===== config.mk =====
export PLATFORM = sky130hd
export DESIGN_NAME = ifd_decoder
export DESIGN_NICKNAME = d
export VERILOG_FILES = /design/src/ifd_pkg.sv /design/src/ifd_decoder.sv /design/src/ifd_phase.sv
export SDC_FILE = /design/constraint.sdc
export NUM_CORES = 1
export LEC_CHECK = 0
export BUFFER_PORTS_ARGS = -buffer_cell sky130_fd_sc_hd__clkbuf_2
export CAP_MARGIN = 20
export CELL_PAD_IN_SITES_DETAIL_PLACEMENT = 1
export CELL_PAD_IN_SITES_GLOBAL_PLACEMENT = 2
export CORE_ASPECT_RATIO = 0.5
export CORE_UTILIZATION = 25
export DETAILED_ROUTE_END_ITERATION = 7
export PLACE_DENSITY = 0.6
export SLEW_MARGIN = 20
export SYNTH_ARGS = -nofsm -noshare
export SYNTH_HDL_FRONTEND = slang
export SYNTH_SLANG_ARGS = --single-unit

===== constraint.sdc =====
create_clock -name core_clk_in -period 7.2 [get_ports core_clk_in]
set_clock_uncertainty 0.15 [all_clocks]
set_input_delay 0.72 -clock core_clk_in [delete_from_list [all_inputs] [get_ports core_clk_in]]
set_output_delay 0.72 -clock core_clk_in [all_outputs]
set_load 0.02 [all_outputs]

===== src/ifd_pkg.sv =====
// Shared constants, field layout and types of the instruction format decoder
package ifd_pkg;
    localparam int PHASES  = 4;
    localparam int PH_W    = 2;
    localparam int PC_W    = 20;
    localparam int IW      = 16;
    localparam int DW      = 8;
    localparam int RA_W    = 3;
    localparam int FA_W    = 12;
    localparam int OP_W    = 6;
    localparam int BP_W    = 3;
    localparam int PS_W    = 2;
    localparam int XI_W    = 3;
    localparam int BASE_OPS = 75;
    localparam int EXT_OPS  = 8;

    // Word field positions
    localparam int NIB_HI   = 15;
    localparam int NIB_LO   = 12;
    localparam int OPC_LO   = 10;
    localparam int D_BIT    = 9;
    localparam int A_BIT    = 8;
    localparam int F_HI     = 7;
    localparam int BIT_HI   = 11;
    localparam int BIT_LO   = 9;
    localparam int SUB_HI   = 7;
    localparam int SUB_LO   = 4;
    localparam int EXT_BIT  = 3;
    localparam int RET_S    = 0;
    localparam int CALL_S   = 8;
    localparam int MM_HI    = 1;
    localparam int PTR_HI   = 5;
    localparam int PTR_LO   = 4;
    localparam int KH_HI    = 3;
    localparam int K2_HI    = 7;
    localparam int W2_HI    = 11;
    localparam int BRA_CB   = 11;
    localparam int BRA_HI   = 10;
    localparam int BCC_HI   = 7;
    localparam int LSUB_HI  = 11;
    localparam int LSUB_LO  = 8;

    // Class codes held in the top nibble, control sub-codes in bits 7:4
    localparam logic [3:0] NIB_CTRL    = 4'h0;
    localparam logic [3:0] NIB_BYTE_LO = 4'h1;
    localparam logic [3:0] NIB_BYTE_HI = 4'h4;
    localparam logic [3:0] NIB_MOVE    = 4'h5;
    localparam logic [3:0] NIB_BIT_LO  = 4'h6;
    localparam logic [3:0] NIB_TEST_LO = 4'h8;
    localparam logic [3:0] NIB_BIT_HI  = 4'h9;
    localparam logic [3:0] NIB_LIT     = 4'hA;
    localparam logic [3:0] NIB_LPTR    = 4'hB;
    localparam logic [3:0] NIB_GOTO    = 4'hC;
    localparam logic [3:0] NIB_CALL    = 4'hD;
    localparam logic [3:0] NIB_BRA     = 4'hE;
    localparam logic [3:0] NIB_SECOND  = 4'hF;
    localparam logic [3:0] SUB_RET     = 4'h1;
    localparam logic [3:0] SUB_TBLRD   = 4'h2;
    localparam logic [3:0] SUB_TBLWR   = 4'h3;

    localparam logic [PC_W-1:0] SKIP_DIST = 20'h00001;
    localparam logic [PC_W-1:0] PC_STEP   = 20'h00001;
    localparam logic [IW-1:0]   NOP_WORD  = 16'h0000;

    // Register map
    localparam logic [RA_W-1:0] REG_CTRL   = 3'h0;
    localparam logic [RA_W-1:0] REG_STATUS = 3'h1;
    localparam logic [RA_W-1:0] REG_IR_LO  = 3'h2;
    localparam logic [RA_W-1:0] REG_IR_HI  = 3'h3;
    localparam int CTRL_EXT   = 0;
    localparam int CTRL_HOLD  = 1;
    localparam int ST_BLOCKED = 7;
    localparam logic [1:0] CTRL_RST = 2'h0;

    typedef enum logic [4:0] {
        GRP_NONE = 5'b00001,
        GRP_BYTE = 5'b00010,
        GRP_BIT  = 5'b00100,
        GRP_LIT  = 5'b01000,
        GRP_CTRL = 5'b10000
    } ifd_group_t;

    typedef enum logic [2:0] {
        ST_EXEC  = 3'b001,
        ST_WORD2 = 3'b010,
        ST_FLUSH = 3'b100
    } ifd_state_t;

    typedef enum logic [1:0] {
        TBL_KEEP     = 2'h0,
        TBL_POST_INC = 2'h1,
        TBL_POST_DEC = 2'h2,
        TBL_PRE_INC  = 2'h3
    } ifd_tbl_t;

    typedef struct packed {
        ifd_group_t      group;
        logic [OP_W-1:0] opcode;
        logic [FA_W-1:0] file_addr;
        logic [FA_W-1:0] file_dst;
        logic            to_file;
        logic            access;
        logic [BP_W-1:0] bit_pos;
        logic [PC_W-1:0] literal;
        logic [PS_W-1:0] ptr_sel;
        logic            shadow;
        logic            tbl_rd;
        logic            tbl_wr;
        ifd_tbl_t        tbl_mode;
        logic            ext;
        logic [XI_W-1:0] ext_idx;
        logic            blocked;
        logic            test;
        logic            dword;
        logic            jump;
        logic            is_call;
        logic            is_ret;
    } ifd_dec_t;
endpackage


===== src/ifd_decoder.sv =====
// Instruction fetch, format decode and cycle sequencing for the 8-bit core
// Operation
// RULE1: 75 base plus eight optional extended instructions
// RULE2: One 16-bit word; four instructions use two
// RULE3: Single word splits into opcode and operands
// RULE4: Classify as byte, bit, literal or control
// RULE5: Byte ops carry file, destination, access bits
// RULE6: Destination zero accumulator, one file register
// RULE7: Bit ops carry file, bit position, access
// RULE8: Literal ops: constant, pointer target, or none
// RULE9: Control ops: address, shadow mode, table mode
// RULE10: Double word holds 32 bits, top nibble ones
// RULE11: Lone second word executes as no-operation
// RULE12: One cycle; two when taken or jumping
// RULE13: Double-word instructions take two cycles
// RULE14: Instruction cycle is four oscillator periods
// RULE15: Taken skip over double word: three cycles
// RULE16: Access bit zero ignores bank selector
// RULE17: Table mode: keep, post-inc, post-dec, pre-inc
// RULE18: Shadow mode bit saves/restores shadow registers
// RULE19: Second word fetched, lower bits complete operand
module ifd_decoder
    import ifd_pkg::*;
(
    input  wire logic                core_clk_in,
    input  wire logic                rst_in,
    input  wire logic [RA_W-1:0]     reg_addr_in,
    input  wire logic [DW-1:0]       reg_wdata_in,
    input  wire logic                reg_wr_in,
    input  wire logic                reg_rd_in,
    output logic [DW-1:0]            reg_rdata_out,
    output logic [PC_W-1:0]          pm_addr_out,
    input  wire logic [IW-1:0]       pm_data_in,
    input  wire logic                cond_true_in,
    input  wire logic [PC_W-1:0]     ret_addr_in,
    output logic [PH_W-1:0]          phase_out,
    output logic                     cycle_end_out,
    output logic                     exec_valid_out,
    output ifd_pkg::ifd_group_t      group_out,
    output logic [OP_W-1:0]          opcode_out,
    output logic [FA_W-1:0]          file_addr_out,
    output logic [FA_W-1:0]          file_dst_out,
    output logic                     wr_accum_out,
    output logic                     wr_file_out,
    output logic                     access_bank_out,
    output logic                     use_bank_selector_out,
    output logic [BP_W-1:0]          bit_pos_out,
    output logic [PC_W-1:0]          literal_out,
    output logic [PS_W-1:0]          ptr_sel_out,
    output logic                     shadow_save_out,
    output logic                     shadow_restore_out,
    output logic                     tbl_rd_out,
    output logic                     tbl_wr_out,
    output ifd_pkg::ifd_tbl_t        tbl_mode_out,
    output logic                     call_out,
    output logic                     ret_out,
    output logic [PC_W-1:0]          ret_pc_out,
    output logic                     ext_op_out,
    output logic [XI_W-1:0]          ext_idx_out,
    output logic                     dword_out,
    output logic                     test_out
);
    import ifd_pkg::*;

    logic [PC_W-1:0] pc;
    logic [IW-1:0]   ir;
    ifd_state_t      state;
    ifd_dec_t        dec_q;
    logic            valid;
    logic [PC_W-1:0] ret_pc;
    logic [1:0]      ctrl;
    logic            blocked;
    logic            tick;

    logic [PC_W-1:0] next_pc;
    logic [IW-1:0]   next_ir;
    ifd_state_t      next_state;
    ifd_dec_t        next_dec;
    logic            next_valid;
    ifd_dec_t        fresh;
    ifd_dec_t        joined;

    ifd_phase #(
        .N           (PHASES)
    ) u_phase (
        .core_clk_in (core_clk_in),
        .rst_in      (rst_in),
        .phase_out   (phase_out),
        .tick_out    (tick)
    ); // RULE14

    // Splits a word pair into class and operand fields
    function automatic ifd_dec_t decode(input logic [IW-1:0] w1,
                                        input logic [IW-1:0] w2,
                                        input logic          ext_en);
        ifd_dec_t   d;
        logic [3:0] nib;
        logic [3:0] sub;
        d   = '0;
        nib = w1[NIB_HI:NIB_LO];
        sub = w1[SUB_HI:SUB_LO];
        d.group    = GRP_NONE;
        d.tbl_mode = TBL_KEEP;
        if (nib == NIB_CTRL) begin // RULE4
            d.group = GRP_CTRL;
            if (sub[EXT_BIT]) begin // RULE1
                if (ext_en) begin
                    d.ext     = 1'b1;
                    d.ext_idx = sub[XI_W-1:0];
                    d.opcode  = OP_W'(sub);
                end else begin
                    d.group   = GRP_NONE;
                    d.blocked = 1'b1;
                end
            end else begin
                d.opcode = OP_W'(sub);
                if (sub == SUB_RET) begin // RULE9
                    d.is_ret = 1'b1;
                    d.shadow = w1[RET_S]; // RULE18
                end else if (sub == SUB_TBLRD || sub == SUB_TBLWR) begin
                    d.tbl_rd   = (sub == SUB_TBLRD);
                    d.tbl_wr   = (sub == SUB_TBLWR);
                    d.tbl_mode = ifd_tbl_t'(w1[MM_HI:0]); // RULE17
                end
            end
        end else if (nib >= NIB_BYTE_LO && nib <= NIB_BYTE_HI) begin
            d.group     = GRP_BYTE; // RULE5
            d.opcode    = w1[NIB_HI:OPC_LO]; // RULE3
            d.to_file   = w1[D_BIT]; // RULE6
            d.access    = w1[A_BIT];
            d.file_addr = FA_W'(w1[F_HI:0]);
        end else if (nib == NIB_MOVE) begin
            d.group     = GRP_BYTE;
            d.dword     = 1'b1; // RULE2
            d.opcode    = OP_W'(nib);
            d.to_file   = 1'b1;
            d.access    = 1'b1;
            d.file_addr = w1[FA_W-1:0];
            d.file_dst  = w2[FA_W-1:0]; // RULE19
        end else if (nib >= NIB_BIT_LO && nib <= NIB_BIT_HI) begin
            d.group     = GRP_BIT; // RULE7
            d.opcode    = OP_W'(nib);
            d.bit_pos   = w1[BIT_HI:BIT_LO];
            d.access    = w1[A_BIT];
            d.file_addr = FA_W'(w1[F_HI:0]);
            d.to_file   = 1'b1;
            d.test      = (nib >= NIB_TEST_LO);
            d.literal   = SKIP_DIST;
        end else if (nib == NIB_LIT) begin
            d.group   = GRP_LIT; // RULE8
            d.opcode  = OP_W'(w1[LSUB_HI:LSUB_LO]);
            d.literal = PC_W'(w1[F_HI:0]);
        end else if (nib == NIB_LPTR) begin
            d.group   = GRP_LIT;
            d.dword   = 1'b1;
            d.opcode  = OP_W'(nib);
            d.ptr_sel = w1[PTR_HI:PTR_LO];
            d.literal = PC_W'({w1[KH_HI:0], w2[K2_HI:0]}); // RULE19
        end else if (nib == NIB_GOTO || nib == NIB_CALL) begin
            d.group   = GRP_CTRL;
            d.dword   = 1'b1;
            d.jump    = 1'b1;
            d.opcode  = OP_W'(nib);
            d.is_call = (nib == NIB_CALL);
            d.shadow  = (nib == NIB_CALL) && w1[CALL_S]; // RULE18
            d.literal = {w2[W2_HI:0], w1[F_HI:0]}; // RULE10
        end else if (nib == NIB_BRA) begin
            d.group  = GRP_CTRL;
            d.opcode = OP_W'(nib);
            if (w1[BRA_CB]) begin
                d.test    = 1'b1;
                d.literal = PC_W'(signed'(w1[BCC_HI:0]));
            end else begin
                d.jump    = 1'b1;
                d.literal = PC_W'(signed'(w1[BRA_HI:0]));
            end
        end
        // A lone second word has the ones nibble and falls through to no-op
        return d; // RULE11
    endfunction

    assign fresh  = decode(pm_data_in, NOP_WORD, ctrl[CTRL_EXT]);
    assign joined = decode(ir, pm_data_in, ctrl[CTRL_EXT]);

    // Decisions use the instruction that is executing in the closing cycle
    always_comb begin
        next_pc    = pc;
        next_ir    = ir;
        next_state = state;
        next_dec   = dec_q;
        next_valid = valid;
        if (tick) begin
            next_valid = 1'b0;
            next_dec   = '0;
            next_dec.group    = GRP_NONE;
            next_dec.tbl_mode = TBL_KEEP;
            next_state = ST_FLUSH;
            if (state == ST_EXEC && dec_q.dword) begin
                next_dec   = joined; // RULE13
                next_valid = 1'b1;
                next_state = ST_WORD2;
                next_pc    = dec_q.jump ? joined.literal : pc + PC_STEP;
            end else if (state == ST_EXEC && valid && dec_q.is_ret) begin
                next_pc = ret_addr_in; // RULE12
            end else if (state == ST_EXEC && valid && dec_q.jump) begin
                next_pc = pc + dec_q.literal;
            end else if (state == ST_EXEC && valid && dec_q.test && cond_true_in) begin
                // Skipped first word leaves its second word to run as a no-op
                next_pc = pc + dec_q.literal; // RULE15
            end else if (!ctrl[CTRL_HOLD]) begin
                next_ir    = pm_data_in;
                next_dec   = fresh;
                next_valid = (fresh.group != GRP_NONE) && !fresh.dword;
                next_state = ST_EXEC;
                next_pc    = pc + PC_STEP;
            end
        end
    end

    always_ff @(posedge core_clk_in or posedge rst_in) begin
        if (rst_in) begin
            pc    <= '0;
            ir    <= NOP_WORD;
            state <= ST_FLUSH;
            valid <= 1'b0;
            dec_q <= '0;
        end else begin
            pc    <= next_pc;
            ir    <= next_ir;
            state <= next_state;
            valid <= next_valid;
            dec_q <= next_dec;
        end
    end

    // Return address of a call is the word after its second word
    always_ff @(posedge core_clk_in or posedge rst_in) begin
        if (rst_in) begin
            ret_pc <= '0;
        end else if (tick && state == ST_EXEC && dec_q.dword && dec_q.is_call) begin
            ret_pc <= pc + PC_STEP;
        end
    end

    always_ff @(posedge core_clk_in or posedge rst_in) begin
        if (rst_in) begin
            ctrl <= CTRL_RST;
        end else if (reg_wr_in && reg_addr_in == REG_CTRL) begin
            ctrl <= reg_wdata_in[1:0];
        end
    end

    // Sticky: a disabled extended opcode arriving with a clear still sets it
    always_ff @(posedge core_clk_in or posedge rst_in) begin
        if (rst_in) begin
            blocked <= 1'b0;
        end else if (tick && next_state == ST_EXEC && fresh.blocked) begin
            blocked <= 1'b1;
        end else if (reg_wr_in && reg_addr_in == REG_STATUS && reg_wdata_in[ST_BLOCKED]) begin
            blocked <= 1'b0;
        end
    end

    always_ff @(posedge core_clk_in or posedge rst_in) begin
        if (rst_in) begin
            reg_rdata_out <= '0;
        end else if (!reg_rd_in) begin
            reg_rdata_out <= '0;
        end else if (reg_addr_in == REG_CTRL) begin
            reg_rdata_out <= DW'(ctrl);
        end else if (reg_addr_in == REG_STATUS) begin
            reg_rdata_out <= {blocked, dec_q.dword, valid, 2'h0, state};
        end else if (reg_addr_in == REG_IR_LO) begin
            reg_rdata_out <= ir[DW-1:0];
        end else if (reg_addr_in == REG_IR_HI) begin
            reg_rdata_out <= ir[IW-1:DW];
        end else begin
            reg_rdata_out <= '0;
        end
    end

    assign pm_addr_out           = pc;
    assign cycle_end_out         = tick;
    assign exec_valid_out        = valid;
    assign group_out             = dec_q.group;
    assign opcode_out            = dec_q.opcode;
    assign file_addr_out         = dec_q.file_addr;
    assign file_dst_out          = dec_q.file_dst;
    assign wr_accum_out          = valid && dec_q.group == GRP_BYTE && !dec_q.to_file; // RULE6
    assign wr_file_out           = valid && dec_q.to_file;
    assign access_bank_out       = !dec_q.access; // RULE16
    assign use_bank_selector_out = dec_q.access; // RULE16
    assign bit_pos_out           = dec_q.bit_pos;
    assign literal_out           = dec_q.literal;
    assign ptr_sel_out           = dec_q.ptr_sel;
    assign shadow_save_out       = valid && dec_q.is_call && dec_q.shadow; // RULE18
    assign shadow_restore_out    = valid && dec_q.is_ret && dec_q.shadow;
    assign tbl_rd_out            = dec_q.tbl_rd;
    assign tbl_wr_out            = dec_q.tbl_wr;
    assign tbl_mode_out          = dec_q.tbl_mode;
    assign call_out              = valid && dec_q.is_call;
    assign ret_out               = valid && dec_q.is_ret;
    assign ret_pc_out            = ret_pc;
    assign ext_op_out            = dec_q.ext;
    assign ext_idx_out           = dec_q.ext_idx;
    assign dword_out             = dec_q.dword;
    assign test_out              = dec_q.test;
endmodule


===== src/ifd_phase.sv =====
// Four-phase instruction cycle generator driven by the oscillator clock
module ifd_phase
    import ifd_pkg::*;
#(
    parameter int N = PHASES
) (
    input  wire logic            core_clk_in,
    input  wire logic            rst_in,
    output logic [PH_W-1:0]      phase_out,
    output logic                 tick_out
);
    localparam logic [PH_W-1:0] LAST = PH_W'(N - 1);
    localparam logic [PH_W-1:0] ONE  = PH_W'(1);

    always_ff @(posedge core_clk_in or posedge rst_in) begin
        if (rst_in) begin
            phase_out <= '0;
        end else if (phase_out == LAST) begin
            phase_out <= '0;
        end else begin
            phase_out <= phase_out + ONE;
        end
    end

    // Last phase closes the instruction cycle
    assign tick_out = (phase_out == LAST);
endmodule


[Yosys cells after proc, flatten, opt, wreduce, memory -nomap -nowiden]
Index checks and enable logic that the tools add are counted.
Operators by class
  add/sub/neg operators: 3
  magnitude comparators: 10
  equality and inequality tests: 27
  multiplexer cells: 152
  bitwise operators: 5
  reductions and logical operators: 41
Operator list (number)
  77-bit 2-to-1 mux: 5
  20-bit 2-to-1 mux: 18
  11-bit 2-to-1 mux: 12
  26-bit 2-to-1 mux: 4
  51-bit 2-to-1 mux: 2
  23-bit 2-to-1 mux: 4
  4-bit 2-to-1 mux: 16
  8-bit 2-to-1 mux: 7
  1-bit 2-to-1 mux: 48
  5-bit 2-to-1 mux: 9
  4-bit equality test, second input constant: 10
  3-bit 2-to-1 mux: 12
  1-bit logical AND: 28
  12-bit 2-to-1 mux: 2
  2-bit 2-to-1 mux: 11
  20-bit by 1-bit adder with 20-bit output, second input constant: 1
  20-bit adder: 1
  9-bit 2-to-1 mux: 2
  4-bit by 2-bit equality test with 1-bit output, second input constant: 4
  5-bit by 1-bit != test with 1-bit output, second input constant: 2
  3-bit by 1-bit equality test with 1-bit output, second input constant: 3
  4-bit by 1-bit equality test with 1-bit output, second input constant: 2
  4-bit by 3-bit equality test with 1-bit output, second input constant: 2
  4-bit by 1-bit >= comparator with 1-bit output, second input constant: 2
  16 further kinds: 31
Word-level totals
  bits in registers: 149
  word-level logic and storage cells: 267

[Logic depth before layout (Yosys ltp)]
  depth after elaboration: 16
  gate-level depth with buffers: 9
  gate-level depth less buffers: 9

[Cells and area by module]
Synthesis repeated with hierarchy kept, for this count alone.
Unflattened totals
  cells, all modules: 1157
  area, all modules: 9725.6 sq um
By module, submodules not included
  ifd_decoder: times used 1, cells an instance 1152, area an instance 9655.5 sq um, seq. area each 3679.8 sq um
  ifd_phase: times used 1, cells an instance 5, area an instance 70.1 sq um, seq. area each 50.0 sq um

[Worst setup path after synthesis]
No wires, ideal clock.
  path type: register -> output
  start: reg valid, in the netlist exec_valid_out
  end: out wr_accum_out
  data arrival time: 1.997 ns
  data required time: 6.330 ns
  path slack: 4.333 ns
  cell stages (with the launch flop): 4
  cell sequence: dfrtp_1 buf_2 or4b_2 nor4b_1
On the way
  cells in the longest elaborated chain, start to end: 2
RTL lines
  start, declared: RTL line ifd_decoder.sv:69  | logic valid;
  start signal, assigned: RTL line ifd_decoder.sv:231  | valid <= next_valid;
  1-bit logical AND (2 in a row): RTL line ifd_decoder.sv:289  | assign wr_accum_out = valid && dec_q.group == GRP_BYTE && !dec_q.to_file;
  end, declared: RTL line ifd_decoder.sv:43  | output logic wr_accum_out,
No other way between the ends.

[Worst setup path in the final report]
  start: reg dec_q (netlist bit dword_out)
  end: reg pc[16], in the netlist pm_addr_out[16]
On the way
  cells in the longest elaborated chain, start to end: 3
RTL lines
  start, declared: RTL line ifd_decoder.sv:68  | ifd_dec_t dec_q;
  start signal, assigned: RTL line ifd_decoder.sv:232  | dec_q <= next_dec;
  1-bit logical AND (*): RTL line ifd_decoder.sv:198  | if (state == ST_EXEC && dec_q.dword) begin
  5-bit by 1-bit != test with 1-bit output (no line)
  2-bit AND reduction (no line)
  end signal, assigned: RTL line ifd_decoder.sv:228  | pc <= next_pc;
  end, declared: RTL line ifd_decoder.sv:65  | logic [PC_W-1:0] pc;
Every way passes the cells marked *; elsewhere a longest branch is shown, timed or not.
A chain may end at the register's enable or synchronous reset.

==> metrics <==
Reg power frac between 30% and 40%; Gate Count Post-Synth 1200; Iteration-0 DRC Markers ~700; Setup-failing EPs final 0; Ports between 150 and 200; Layout area overhead 14.7%; GR Overflow Total 0; Final Critical Period 3.34 ns; GRT Total Usage a little over a fifth; Post-Syn Nets between 1000 and 1500; Async SR Flop Fraction 100%; Final Hold Vio Count 0; first-pass GRT wire length between 60000 and 70000 µm; Leakage just over 5 nW; Core Rows a little over 50; CP Capture Type register; CP top delay family simple AND/OR/NAND/NOR gates; Worst EP required between 7 and 8 ns; predominant post-synthesis flop cell dfrtp_1; critical-path cell list nand4bb_1 > nor2_1 > nor2_1 > or4_1 > a31o_2 > o31ai_1; most frequent cells in the layout clkbuf_2, nand2_1, dfrtp_1; NetSw 1.44 mW; post-cts sizing count 0; HPWL after DPL 31700 µm; DRC violations left 0; relative slew slack between 20% and 30%; initial antenna violation count 1; Clock Sinks around 150; critical path fanouts, max 16; Synth Cell Area approximately 10000 µm²; CTS tree yes; Root Buffer clkbuf_16; Clock Power Share between 20% and 30%; via count 9591; placed cell area roughly 11000 µm²; Max-cap violations 0; power density over the cells ~300 nW/µm²; vias in the first global route approximately 10000; register area about 3700 µm²; Slowest-stage cell, CP nand4bb_1; fin nets approximately 1300; most common cell after layout, fill and taps aside clkbuf_2; CP dominant cell by count nor2_1; die area 40900 µm²; multi-input logic area between 5000 and 6000 µm²; antenna cells 0; maximum clock rate 299 MHz; Die Height between 100 and 150 µm; status complete, no violations; hold-fix buffers at CTS 0; post-route cell area between 10000 and 15000 µm²; routed vias/inst ~5.3; Yosys warning count 0; CTS H-tree lvls 4; register area share after synthesis 37.3%; WP buf/inv 0; Setup CP Type reg2reg; Core Area 39200 µm²; largest net degree at the start of global routing 89; worst min path class in2async; fillers 4665; syn avg cell area approximately 8.3 µm²; Initial Util roughly a quarter; setup TNS 0 ns; Combinational Power Share 34.7%; Int Power 1.98 mW; RD Place Congestion approximately 0.88; unrepaired setup endpoints after global routing false; Port Buffers ~180; CP Launch Type register; clk slew on worst S/H paths around 0.070 ns; dominant cells by area after synthesis dfrtp_1, nand2_1, nor2_1; final WL around 44000 µm; FF+latch count, synth 149; Max Slew Vio Count 0; setup bufs post-CTS 0; VDD IR-drop max between 0.1 and 0.15 mV; drt pass-1 iters 5; EDFF count, synth 0; final period utilization approximately 46%; area share of the largest cell type after synthesis between 30% and 40%; Worst-Margin Slew between 1 and 1.5 ns; Yosys cell types 87; Die X approximately 280 µm; largest area contributor in the netlist dfrtp_1; WP data arrival 3.56 ns; CTS buffer count 17; clock buffer depth 2; routed len/inst ~24 µm; Skew-Pair Late Insertion Delay about 0.46 ns; layout cells sized above 1 20.6%; post-route antenna net violation count 0; Largest stage delay, worst path between 0.7 and 0.8 ns; Sw Share between 40% and 50%
==> kinds of logic (layout without fill, tap and decap cells) <==
| group | after synthesis | after routing | share of synthesized area, % |
|---|---|---|---|
| and+or+nand+nor | 449 | 449 | 21.1 |
| AOI/OAI and AO/OA | 340 | 340 | 23.5 |
| buffers and inverters | 183 | 252 | 9.39 |
| DFF | 149 | 149 | 37.3 |
| xor gates and xnor gates | 28 | 28 | 2.45 |
| muxes | 28 | 28 | 3.28 |
| adders and majority gates | 23 | 23 | 2.93 |
==> stage by stage <==
step                hold WS [ns]  utilization [%]  instances  power [mW]  setup slack (ns)
floorplan                  0.303                -       1200        1.97              2.32
global placement           0.299             27.6       1767        2.37              3.96
detailed placement         0.313             27.6       1767        2.40              3.89
CTS                        0.309             29.3       1799        3.43              3.89
global route               0.332             29.3       1799        3.60              3.69
finish                     0.256             29.3       1799        3.42              3.86
==> worst register-to-register path, cell delays in order (launching register included) <==
cell	delay, ns
dfrtp_1	0.52
nand4bb_1	0.77
nor2_1	0.67
nor2_1	0.31
or4_1	0.56
a31o_2	0.21
o31ai_1	0.06
==> Yosys cell counts (13+ instances only) <==
cell,count
buf_4,65
clkbuf_1,71
nand4_1,18
ha_1,21
a221oi_1,28
dfrtp_1,148
nor2b_1,14
a21oi_1,60
o21ai_0,79
xnor2_1,18
a211oi_1,14
nor2_1,132
a21o_1,13
nand2_1,152
a31oi_1,21
inv_1,32
o2bb2ai_1,14
nand3_1,37
mux2_2,18
nor3_1,22
==> layout make-up <==
type / count / share of cell area, %
Clock inverter: 13 / 1.70
Inverter: 33 / 1.12
Timing Repair Buffer: 187 / 8.40
Clock buffer: 19 / 3.95
Tap cell: 530 / 5.78
Multi-Input combinational cell: 868 / 46.5
Sequential cell: 149 / 32.5
==> path summary, 6_finish.rpt <==
path	slack (ns)	endpoint	cells after the start	startpoint
setup / recovery	3.86	pm_addr_out[16]$_DFFE_PP0P_	6	dword_out$_DFFE_PP0P_
hold / removal	0.26	file_dst_out[5]$_DFFE_PP0P_	2	rst_in
setup reg to reg	3.86	pm_addr_out[16]$_DFFE_PP0P_	6	dword_out$_DFFE_PP0P_
hold reg to reg	0.32	u_phase.phase_out[0]$_DFF_PP0_	1	u_phase.phase_out[0]$_DFF_PP0_
max in group asynchronous	5.26	ret_pc_out[1]$_DFFE_PP0P_	3	rst_in
min in group core_clk_in	0.32	u_phase.phase_out[0]$_DFF_PP0_	1	u_phase.phase_out[0]$_DFF_PP0_
==> state kept, by name, indices dropped and copies added, names as in the netlist, 6 cells and up <==
| signal | cells |
|---|---|
| file_addr_out | 12 |
| file_dst_out | 12 |
| reg_rdata_out | 8 |
| opcode_out | 6 |
| ir | 16 |
| literal_out | 20 |
| ret_pc_out | 20 |
| pm_addr_out | 20 |
==> power groups by stage <==
stage | clock, mW | sequential [mW] | combinational [mW]
finish | 1.02 | 1.21 | 1.18
global route | 1.07 | 1.23 | 1.29
CTS | 1.04 | 1.21 | 1.18
detailed placement | 0 | 1.22 | 1.18
global placement | 0 | 1.22 | 1.15
floorplan | 0 | 1.15 | 0.822
==> routing by layer <==
| layer | track usage (%) | part of all wire (%) |
|---|---|---|
| met1 | 30.8 | 49 |
| met5 | 0 | 0 |
| met2 | 34.1 | 46 |
| met4 | 5.26 | 1.4 |
| met3 | 3.24 | 4.0 |
(Power assumes the default switching activity.)
